**src/hw/octal_switch_regs.svh**
```systemverilog
// timing counts and fixed values for the octal switch serial logic
`ifndef OCTAL_SWITCH_REGS_SVH
`define OCTAL_SWITCH_REGS_SVH
`define CLK_PERIOD_NS        20
`define OPEN_FILTER_MIN_NS   25000
`define OPEN_FILTER_CYCLES   ((`OPEN_FILTER_MIN_NS + `CLK_PERIOD_NS - 1) / `CLK_PERIOD_NS)
`define FILTER_CNT_W         11
`define WORD_W               8
`define ALL_OFF              8'hFF
`define BIT_CNT_W            3
`endif

```
**src/hw/octal_switch_pkg.sv**
```systemverilog
// types shared by the octal switch serial logic
package octal_switch_pkg;
   typedef logic [7:0] word_t;
   typedef enum logic [1:0] {
      LINK_IDLE  = 2'b00,
      LINK_FRAME = 2'b01
   } link_state_t;
   typedef struct packed {
      word_t over_temp;
      logic  over_volt;
      word_t drain_below;
   } fault_flags_t;
endpackage : octal_switch_pkg

```
**src/hw/octal_switch_spi.sv**
```systemverilog
// serial command latch and fault status reporting for eight low-side switches
`timescale 1ns/1ns
`default_nettype none
`include "octal_switch_regs.svh"
module octal_switch_spi
   import octal_switch_pkg::*;
(
   input  wire logic  clk,
   input  wire logic  reset,
   input  wire logic  cs_n,
   input  wire logic  sclk,
   input  wire logic  si,
   input  wire word_t over_temp,
   input  wire logic  over_volt,
   input  wire word_t drain_below,
   output var  logic  so,
   output var  logic  so_oe_n,
   output var  word_t switch_off
);
   typedef struct packed {
      link_state_t             link;
      logic                    cs_n_d;
      logic                    sclk_d;
      word_t                   shift;
      word_t                   command;
      word_t                   gate_off;
      logic                    ov_seen;
      logic [`FILTER_CNT_W-1:0] filter_cnt;
      logic                    so;
      logic                    so_oe_n;
      word_t                   switch_off;
   } core_state_t;

   core_state_t state_reg;
   core_state_t state_next;
   logic        cs_n_s;
   logic        sclk_s;
   logic        si_s;
   fault_flags_t flags_s;

   localparam logic [`FILTER_CNT_W-1:0] FILTER_LOAD = `FILTER_CNT_W'(`OPEN_FILTER_CYCLES);

   ////////////////////////////////////////////////////////////////////////////////
   // pin and fault flag synchronisers

   sync2 #(.W(3)) u_link_sync (
      .clk       (clk),
      .reset     (reset),
      .async_in  ({cs_n, sclk, si}),
      .reset_val (3'h4),
      .sync_out  ({cs_n_s, sclk_s, si_s})
   );

   sync2 #(.W(17)) u_fault_sync (
      .clk       (clk),
      .reset     (reset),
      .async_in  ({over_temp, over_volt, drain_below}),
      .reset_val (17'h00000),
      .sync_out  (flags_s)
   );

   ////////////////////////////////////////////////////////////////////////////////
   // status of each output as seen at its drain

   function automatic word_t drain_status(input word_t off_now, input word_t commanded,
                                          input word_t below, input logic filter_done);
      word_t st;
      st = off_now;
      // open load pulls an off drain low; only while commanded off, after the filter
      if (filter_done) begin
         st = st & ~(commanded & below);
      end
      return st;
   endfunction : drain_status

   ////////////////////////////////////////////////////////////////////////////////
   // next-state logic

   always_comb begin
      logic  cs_fall;
      logic  cs_rise;
      logic  sclk_rise;
      logic  sclk_fall;
      word_t off_now;
      cs_fall   = 1'b0;
      cs_rise   = 1'b0;
      sclk_rise = 1'b0;
      sclk_fall = 1'b0;
      off_now   = '0;
      state_next = state_reg;
      state_next.cs_n_d = cs_n_s;
      state_next.sclk_d = sclk_s;
      cs_fall   = state_reg.cs_n_d & ~cs_n_s;
      cs_rise   = ~state_reg.cs_n_d & cs_n_s;
      sclk_rise = ~state_reg.sclk_d & sclk_s;
      sclk_fall = state_reg.sclk_d & ~sclk_s;

      // over-temperature knocks out the gate of each hot output; it stays out until rewritten
      state_next.gate_off = state_reg.gate_off | flags_s.over_temp;
      // over-voltage knocks out all gates and marks the report
      if (flags_s.over_volt) begin
         state_next.gate_off = `ALL_OFF;
         state_next.ov_seen  = 1'b1;
      end
      off_now = state_reg.command | state_reg.gate_off;

      if (state_reg.filter_cnt != '0) begin
         state_next.filter_cnt = state_reg.filter_cnt - `FILTER_CNT_W'(1);
      end

      case (state_reg.link)
         LINK_IDLE: begin
            state_next.so_oe_n = 1'b1;
            if (cs_fall) begin
               state_next.link    = LINK_FRAME;
               state_next.so_oe_n = 1'b0;
               if (state_reg.ov_seen) begin
                  state_next.shift = `ALL_OFF;
               end else begin
                  state_next.shift = drain_status(off_now, state_reg.command,
                                                  flags_s.drain_below,
                                                  state_reg.filter_cnt == '0);
               end
               state_next.so = state_next.shift[`WORD_W-1];
            end
         end
         LINK_FRAME: begin
            if (sclk_fall) begin
               state_next.shift = {state_reg.shift[`WORD_W-2:0], si_s};
            end
            if (sclk_rise) begin
               state_next.so = state_reg.shift[`WORD_W-1];
            end
            if (cs_rise) begin
               state_next.link     = LINK_IDLE;
               state_next.so_oe_n  = 1'b1;
               state_next.command  = state_reg.shift;
               state_next.gate_off = flags_s.over_volt ? `ALL_OFF : flags_s.over_temp;
               state_next.ov_seen  = flags_s.over_volt;
               state_next.filter_cnt = FILTER_LOAD;
            end
         end
         default: begin
            state_next.link = LINK_IDLE;
         end
      endcase
      state_next.switch_off = state_next.command | state_next.gate_off;
   end

   ////////////////////////////////////////////////////////////////////////////////
   // state register

   always_ff @(posedge clk) begin
      if (reset) begin
         state_reg            <= '0;
         state_reg.link       <= LINK_IDLE;
         state_reg.cs_n_d     <= 1'b1;
         state_reg.command    <= `ALL_OFF;
         state_reg.so_oe_n    <= 1'b1;
         state_reg.switch_off <= `ALL_OFF;
      end else begin
         state_reg <= state_next;
      end
   end

   assign so         = state_reg.so;
   assign so_oe_n    = state_reg.so_oe_n;
   assign switch_off = state_reg.switch_off;
endmodule : octal_switch_spi
`default_nettype wire

```
**src/hw/sync2.sv**
```systemverilog
// two-flop synchroniser for a bus of asynchronous levels
`timescale 1ns/1ns
`default_nettype none
module sync2 #(
   parameter int W = 1
) (
   input  wire logic         clk,
   input  wire logic         reset,
   input  wire logic [W-1:0] async_in,
   input  wire logic [W-1:0] reset_val,
   output var  logic [W-1:0] sync_out
);
   typedef struct packed {
      logic [W-1:0] first;
      logic [W-1:0] second;
   } sync_state_t;
   sync_state_t state_reg;
   sync_state_t state_next;

   always_comb begin
      state_next.first  = async_in;
      state_next.second = state_reg.first;
   end

   always_ff @(posedge clk) begin
      if (reset) begin
         // both flops start at the idle level, so no false edge follows reset
         state_reg <= {reset_val, reset_val};
      end else begin
         state_reg <= state_next;
      end
   end

   // reset_val lets the caller pick the idle level seen during reset
   assign sync_out = reset ? reset_val : state_reg.second;
endmodule : sync2
`default_nettype wire

```
**config.mk**
```make
export PLATFORM = sky130hd
export DESIGN_NAME = octal_switch_spi
export DESIGN_NICKNAME = d
export VERILOG_FILES = /design/src/hw/octal_switch_pkg.sv /design/src/hw/octal_switch_spi.sv /design/src/hw/sync2.sv
export VERILOG_INCLUDE_DIRS = /design/src /design/src/hw
export SDC_FILE = /design/constraint.sdc
export NUM_CORES = 1
export LEC_CHECK = 0
export ABC_AREA = 1
export BUFFER_PORTS_ARGS = -buffer_cell sky130_fd_sc_hd__buf_2
export CORE_UTILIZATION = 53
export DETAILED_ROUTE_END_ITERATION = 16
export HOLD_SLACK_MARGIN = 0.12
export PLACE_DENSITY = 0.75
export SYNTH_ARGS = -nofsm -noshare
export SYNTH_HDL_FRONTEND = slang
export SYNTH_SLANG_ARGS = --single-unit
```
**constraint.sdc**
```tcl
create_clock -name clk -period 1.29 [get_ports clk]
set_input_delay 0.1935 -clock clk [delete_from_list [all_inputs] [get_ports clk]]
set_output_delay 0.1935 -clock clk [all_outputs]
set_load 0.01 [all_outputs]
```
Word level (Yosys, flattened, before mapping)
Index checks and enable logic that the tools add are counted.

Flip-flop bits (word level): 90. Output and inout bits: 10. Word-level logic and storage cells: 62.

$add $sub $neg: 1. Equal/unequal tests: 5. Muxes and demuxes: 19. Bitwise operators: 14. Reductions and logical operators: 8.

Operators by type and width (number): $mux 28 (2); $mux 8 (5); $or 8x8->8 (3); $mux 17 (1); $and 8x8->8 (2); $pmux 8 s2 (1); $logic_not 11->1 (1); $mux 11 (1); $reduce_bool 11->1 (1); $sub 11x1->11 const B (1); $mux 9 (1); $ne 2x2->1 const B (4); $not 8->8 (1); $pmux 2 s2 (2); $mux 2 (3); $reduce_and 3->1 (2); $and 1x1->1 (4); $not 1->1 (4); $reduce_and 2->1 (2); $mux 3 (1); $eq 2x1->1 const B (1); $logic_not 2->1 (1); $mux 1 (2); $reduce_bool 2->1 (1).

Logic depth before layout (Yosys ltp)
Gate-level depths: netlist (run 1).

Depth in word-level cells: 8. Depth in mapped cells: 9. Depth with buffers taken out: 9.

By module
Synthesis (run 1) repeated with hierarchy kept, for this count alone.

Cells, all modules: 497. Area total of the unflattened synthesis: 3832.4 µm².

Modules (own cells, without submodules): octal_switch_spi (instances 1, cells each 308, area an instance 2344.7 µm², seq. area each 980.9 µm²); sync2 (u_fault_sync) (instances 1, cells each 161, area an instance 1285.0 µm², seq. area each 680.7 µm²); sync2 (u_link_sync) (instances 1, cells each 28, area an instance 202.7 µm², seq. area each 120.1 µm²).

Least setup slack after synthesis (run 1)
No wires, ideal clock.

Path kind: reg-to-reg. Start point: register state_reg[10] (netlist name). End point: register state_reg, in the netlist so. Data arrival time: 1.102 ns. Data required time: 1.158 ns. Path slack: 0.056 ns. Cell stages (with the launch flop): 10. Buffers on the path: 0. Cell sequence: dfxtp_1 -> inv_1 -> ha_1 -> nand2_2 -> nor2_4 -> nand2_2 -> nand2_1 -> nand3_1 -> nand2_1 -> a21oi_1.

Word-level cells in the longest chain between the ends: 5.

Ends and longest elaborated chain: start, declared (line octal_switch_spi.sv:34) `core_state_t state_reg;`; start signal, assigned (line octal_switch_spi.sv:162) `state_reg <= state_next;`; $logic_not 11->1 (line octal_switch_spi.sv:122) `state_reg.filter_cnt == '0);`; $mux 8 (line octal_switch_spi.sv:70) `if (filter_done) begin`; $mux 8 (line octal_switch_spi.sv:117) `if (state_reg.ov_seen) begin`; $mux 2 (line octal_switch_spi.sv:114) `if (cs_fall) begin`; $pmux 2 s2 (line octal_switch_spi.sv:111) `case (state_reg.link)`.

No other way between the ends. The select of a mux whose other input is x is not followed. A chain may end at the register's enable or synchronous reset.

Worst setup path after layout (run 1)
Start point: register state_reg[11] (netlist name). End point: register state_reg[41] (netlist name).

Word-level cells in the longest chain between the ends: 5.

Ends and longest elaborated chain (line): $logic_not 11->1 (octal_switch_spi.sv:122); $mux 8 (octal_switch_spi.sv:70); $mux 8 (octal_switch_spi.sv:117); $mux 8 (octal_switch_spi.sv:114); $pmux 8 s2 (octal_switch_spi.sv:111).

No other way between the ends. The select of a mux whose other input is x is not followed.

==> flow_metrics.tcl, run 1 <==
set metrics [dict create \
    slew_headroom 0.760 \
    grt_max_degree 39 \
    syn_avg_cell_area_um2 7.80 \
    worst_pin_slew_ns 0.359 \
    dpl.cell_count 568 \
    ctsLongestPathBuffers 2 \
    numClockSinks 89 \
    r2r_start "state_reg[11]$_SDFF_PP0_" \
    syn_nets 477 \
    final_common_cell "dfxtp_1" \
    required_ns 1.55 \
    clk_latency_ns 0.37 \
    rsz0062_at_grt "true" \
    top_level_ports 32 \
    status "complete, but fails checks" \
    synth_cells 453 \
    startpoint "state_reg[11]$_SDFF_PP0_" \
    dr.pass1.iters 5 \
    hp-start "reset" \
    die_w_um 83.7 \
    drt_iter0_drc 219 \
    p_per_area_mw_per_mm2 1870 \
    cap_viol_max_count 0 \
    layout_setup_ws_ns -0.0914 \
    cts_tree "yes" \
    grt_pass1_vias 2856 \
    dr_wl_met2_um 3940 \
    cts_buffers 9 \
    min_period_over_period 1.07 \
    hold_viol_final 0 \
    wl_met1_um 3280 \
    final_layout_size_suffix_gt1_frac 0.310 \
    max_freq_ghz 0.724 \
    viasPerCell 4.96 \
    yosysSeqAreaShare 0.504 \
    synth_top_cell_by_area "dfxtp_1" \
    fin_skew_ns 0.00934 \
    final_cells 616 \
    crit_type "reg2reg" \
    wirelength_um 7820 \
    power.total_mw 8.74 \
    largest_reg_flops 39 \
    critPathArrivalTime_ns 1.64 \
    core_mm2 0.00639 \
    setup_viol 13 \
    multiInputGateArea_mm2 0.00154 \
    ys.warnings.count 0 \
    layout_common_cells "dfxtp_1 (81), nand2_1 (78), inv_1 (63)" \
    layout_min_cycle_time_ns 1.38 \
    rows 29 \
    drv_slew 0 \
    cts_max_level 3 \
    drc 0 \
    area_growth_pct 32.0 \
    ir_worst_vdd_uv 1550 \
    holdWs_ns 0.169 \
    wl_met3_um 391 \
    p_leak_nw 2.24 \
    syn_area_mm2 0.00353 \
    highest_layer "met4" \
    start_util 0.553 \
    die_h_um 83.7 \
    numPortBuffers 31 \
    ys_ff_latch 89 \
    wire_per_inst_um 12.7 \
    utilization 0.731 \
    nFillCells 443 \
    gp_congestion 0.830 \
    critPathCaptureType "register" \
    yosysUniqueCellTypes 32 \
    worst-path-max-fanout 10 \
    fin_nets 558 \
    grt_pass1_wl_um 12100 \
    synth_area_leaders "dfxtp_1 (50%), nand2_1 (8.7%), inv_1 (7.1%), nor2_1 (6.4%), a21oi_1 (4.8%)" \
    antenna_left 0 \
    grt_use_total 0.216 \
    synth_top_area_frac 0.504 \
    cts-root-buf "clkbuf_8" \
    clk_pin_slew_ns 0.09 \
    antenna_found_initial 0 \
    overflow 0 \
    min_path_type "in2reg" \
    violations "setup timing" \
    critPathLaunchType "register" \
    dieArea_mm2 0.00700 \
    layout.area.seq_mm2 0.00179 \
    antenna_cells 0 \
    hpwlAfterDp_um 4510 \
    vias 3057 \
]
==> critical path: stages, from the launching register on <==
cell     delay, ns
dfxtp_2       0.33
inv_2         0.07
ha_4          0.15
nand2_4       0.06
nor2_4        0.18
nand2_4       0.14
nand2_2       0.09
nand3_1       0.08
nand2_1       0.11
a21oi_2       0.05
==> synth_stat cells <==
cell      instances
clkbuf_1          9
xnor2_1           1
inv_2             3
buf_4             9
nand2_2           3
inv_4             1
a31oi_1           2
o211ai_1          1
nand3_2           2
nor2_1           60
nor3_2            1
nand2_8           1
nand2_1          82
buf_2             5
o21ai_0          23
nand2_4           1
nor2_4            3
xor2_1            1
or2_2            10
nor3_1            3
clkinv_1          1
inv_1            67
ha_1              2
a21oi_1          34
nand4_1           2
nor2_2            1
nand3_1          25
a21o_1            1
a211oi_2          7
dfxtp_1          89
buf_6             2
nor2_8            1
==> final cells by class <==
class	count	share of cell area
clock buffer	9	0.0265
multi-input combinational	267	0.329
sequential	89	0.384
timing repair buffer	95	0.158
tap	77	0.0206
clock inverter	7	0.0214
inverter	72	0.0601
==> worst paths after layout <==
check	to	slack, ns	depth (start not counted)
worst max register to register	state_reg[41]$_SDFFE_PP0P_	-0.09	9
worst max-delay path	state_reg[41]$_SDFFE_PP0P_	-0.09	9
worst min register to register	u_fault_sync.state_reg[8]$_SDFF_PP0_	0.40	2
worst min-delay path	state_reg[46]$_SDFF_PP0_	0.17	4
==> per-stage QoR <==
step | instance area, um2 | worst slack, ns | setup TNS (ns)
CTS | 4400 | -0.000350 | -0.000350
detailed placement | 3890 | -0.0699 | -0.510
finish | 4670 | -0.0914 | -0.619
global placement | 3890 | -0.00179 | -0.00179
global route | 4670 | -0.193 | -2.08
floorplan | 3530 | 0.0563 | 0
==> logic make-up (layout without fill, tap and decap cells) <==
family | after synthesis | count (layout) | share of synthesized area
AO/OA/AOI/OAI | 68 | 68 | 0.113
XOR/XNOR | 2 | 2 | 0.00496
adder cells (fa/ha/maj) | 2 | 2 | 0.00708
buffers and inverters | 97 | 183 | 0.119
flip-flops | 89 | 89 | 0.504
AND/OR/NAND/NOR | 195 | 195 | 0.251
==> layer usage <==
metal,vias to the layer above,global-route usage
met5,-,0
met4,0,0.0909
met3,16,0.0564
met2,95,0.373
met1,1395,0.254
li1,1551,-
==> repair_timing <==
| item | CTS | global route |
|---|---|---|
| buffers inserted | 3 | 7 |
| endpoints found under the setup margin | 16 | 28 |
| cloned | 0 | 1 |
| resized for setup | 20 | 49 |
| pin swaps | 10 | 8 |
| hold buffers | 21 | 0 |
| hold endpoints to repair | 21 | 0 |
==> report_power, final <==
group          internal (mW)  leakage (nW)  switching [mW]
Clock                   1.11         0.114            1.02
Combinational           1.53          1.40            1.85
Sequential              3.01         0.734           0.228
Power figures use the tool's default switching activity.
==> run 2: changes to the inputs <==
Settings changed: REMOVE_ABC_BUFFERS from default to 1.
==> run 2 against run 1 <==
  * The flow still finishes with violations (setup timing)
  * Critical path depth fell by 1
  * Clock power is 8% higher
  * Worst hold slack better by 0.11 ns
  * Die area unchanged
  * Critical path type unchanged
  * Non-clock buffer count fell by 7
  * Setup slack gained 0.034 ns
  * Core utilization decreased by 1.3 points
  * Combinational power down 12%
  * Register-to-register slack improved by 0.03 ns
  * Flip-flop and latch count unchanged
  * Sequential share of layout area grew 0.63 points
==> flow_metrics.tcl, run 2 (synthesized netlist as in run 1, its figures left out) <==
set metrics [dict create \
    antenna_cells 0 \
    critPathCaptureType "register" \
    antenna_found_initial 0 \
    overflow 0 \
    grt_use_total 0.219 \
    slew_headroom 0.787 \
    intPower_mw 5.72 \
    hpwlAfterDp_um 4690 \
    rsz0062_at_grt "true" \
    gp_congestion 0.819 \
    p_clk_frac 0.270 \
    fin_skew_ns 0.00762 \
    wire_per_inst_um 12.4 \
    min_period_over_period 1.04 \
    largest_reg_flops 39 \
    area_growth_pct 29.6 \
    rr_worst_depth 8 \
    clk_pin_slew_ns 0.08 \
    rrSetupSlack_ns -0.06 \
    cts_buffers 9 \
    cap_viol_max_count 0 \
    p_leak_nw 2.20 \
    r2r_end "state_reg[20]$_SDFF_PP0_" \
    numClockSinks 89 \
    layout_setup_ws_ns -0.0575 \
    critPathArrivalTime_ns 1.58 \
    startpoint "state_reg[11]$_SDFF_PP0_" \
    top_level_ports 32 \
    antenna_left 0 \
    dieArea_mm2 0.00700 \
    vias 3005 \
    grt_pass1_vias 2676 \
    violations "setup timing" \
    die_w_um 83.7 \
    utilization 0.717 \
    critPathLaunchType "register" \
    start_util 0.553 \
    power.total_mw 8.49 \
    grt_pass1_wl_um 12100 \
    hold_viol_final 0 \
    viasPerCell 4.93 \
    status "complete, but fails checks" \
    cts_max_level 3 \
    layout.area.seq_mm2 0.00179 \
    crit_type "reg2reg" \
    power_frac_seq 0.381 \
    r2r_start "state_reg[11]$_SDFF_PP0_" \
    layout_min_cycle_time_ns 1.35 \
    cts-root-buf "clkbuf_8" \
    switchingPower_mw 2.77 \
    drc 0 \
    power_frac_comb 0.349 \
    postPlaceCellArea_mm2 0.00387 \
    fin_nets 551 \
    rows 29 \
    clk_latency_ns 0.35 \
    die_h_um 83.7 \
    core_mm2 0.00639 \
    crit_path_end "state_reg[20]$_SDFF_PP0_" \
    multiInputGateArea_mm2 0.00148 \
    p_per_area_mw_per_mm2 1850 \
    nFillCells 477 \
    drt_iter0_drc 149 \
    setup-tns-final_ns -0.299 \
    drv_slew 0 \
    final_cells 609 \
    final_area_mm2 0.00458 \
    ir_worst_vdd_uv 1190 \
    swShare 0.326 \
    final_layout_size_suffix_gt1_frac 0.282 \
    pre_cts_slack_ns -0.0760 \
    dpl.cell_count 565 \
    setup_viol 10 \
    dr.pass1.iters 4 \
    min_path_type "in2reg" \
    wirelength_um 7570 \
    worst_pin_slew_ns 0.318 \
    grt_max_degree 33 \
    cts_tree "yes" \
    ctsLongestPathBuffers 2 \
    required_ns 1.52 \
    layout_common_cells "dfxtp_1 (84), nand2_1 (78), inv_1 (63)" \
    final_common_cell "dfxtp_1" \
    max_freq_ghz 0.742 \
    numPortBuffers 31 \
    worst-path-max-fanout 9 \
    holdWs_ns 0.277 \
]
## run 2: area by class of cell
class	instances	area share
timing repair buffer	88	0.151
clock buffer	12	0.0317
multi-input combinational	267	0.324
tap	77	0.0210
clock inverter	4	0.0216
inverter	72	0.0612
sequential	89	0.390
## run 2: worst max-delay path, stage by stage, from the launching register on
cell	delay (ns)
dfxtp_2	0.34
inv_4	0.07
ha_4	0.15
nand2_4	0.06
nor2_4	0.15
nand2_4	0.12
buf_4	0.16
nand3_1	0.09
a21oi_1	0.08
## run 2: power groups by stage
stage	Clock [mW]	Sequential (mW)	Combinational (mW)
after global placement	0	3.23	2.27
after detailed placement	0	3.24	2.33
after floorplan	0	3.22	1.49
after CTS	2.33	3.21	2.60
final	2.29	3.23	2.96
after global routing	2.46	3.26	3.27
## run 2: worst min-delay path by stage
stage / endpoint / from / cells past startpoint
finish: so_oe_n$_SDFFE_PP1P_ / reset / 4
global route: so_oe_n$_SDFFE_PP1P_ / reset / 4
CTS: so_oe_n$_SDFFE_PP1P_ / reset / 4
detailed placement: u_link_sync.state_next[2]$_SDFF_PP1_ / cs_n / 2
floorplan: so$_SDFFE_PP0P_ / reset / 1
global placement: u_link_sync.state_next[2]$_SDFF_PP1_ / cs_n / 2
## run 2: repair_timing
action	CTS	global route
buffers inserted	1	6
pin swaps	9	8
hold buffers	20	0
gates resized for setup	25	27
setup endpoints to repair	22	34
gates cloned	0	1
endpoints found under the hold margin	20	0
## run 2: metal layers
metal	vias up	share of wire	GRT usage
met3	15	0.035	0.0356
met2	71	0.51	0.384
met5	-	0	0
met1	1384	0.44	0.265
met4	0	0.017	0.0909
li1	1535	-	-
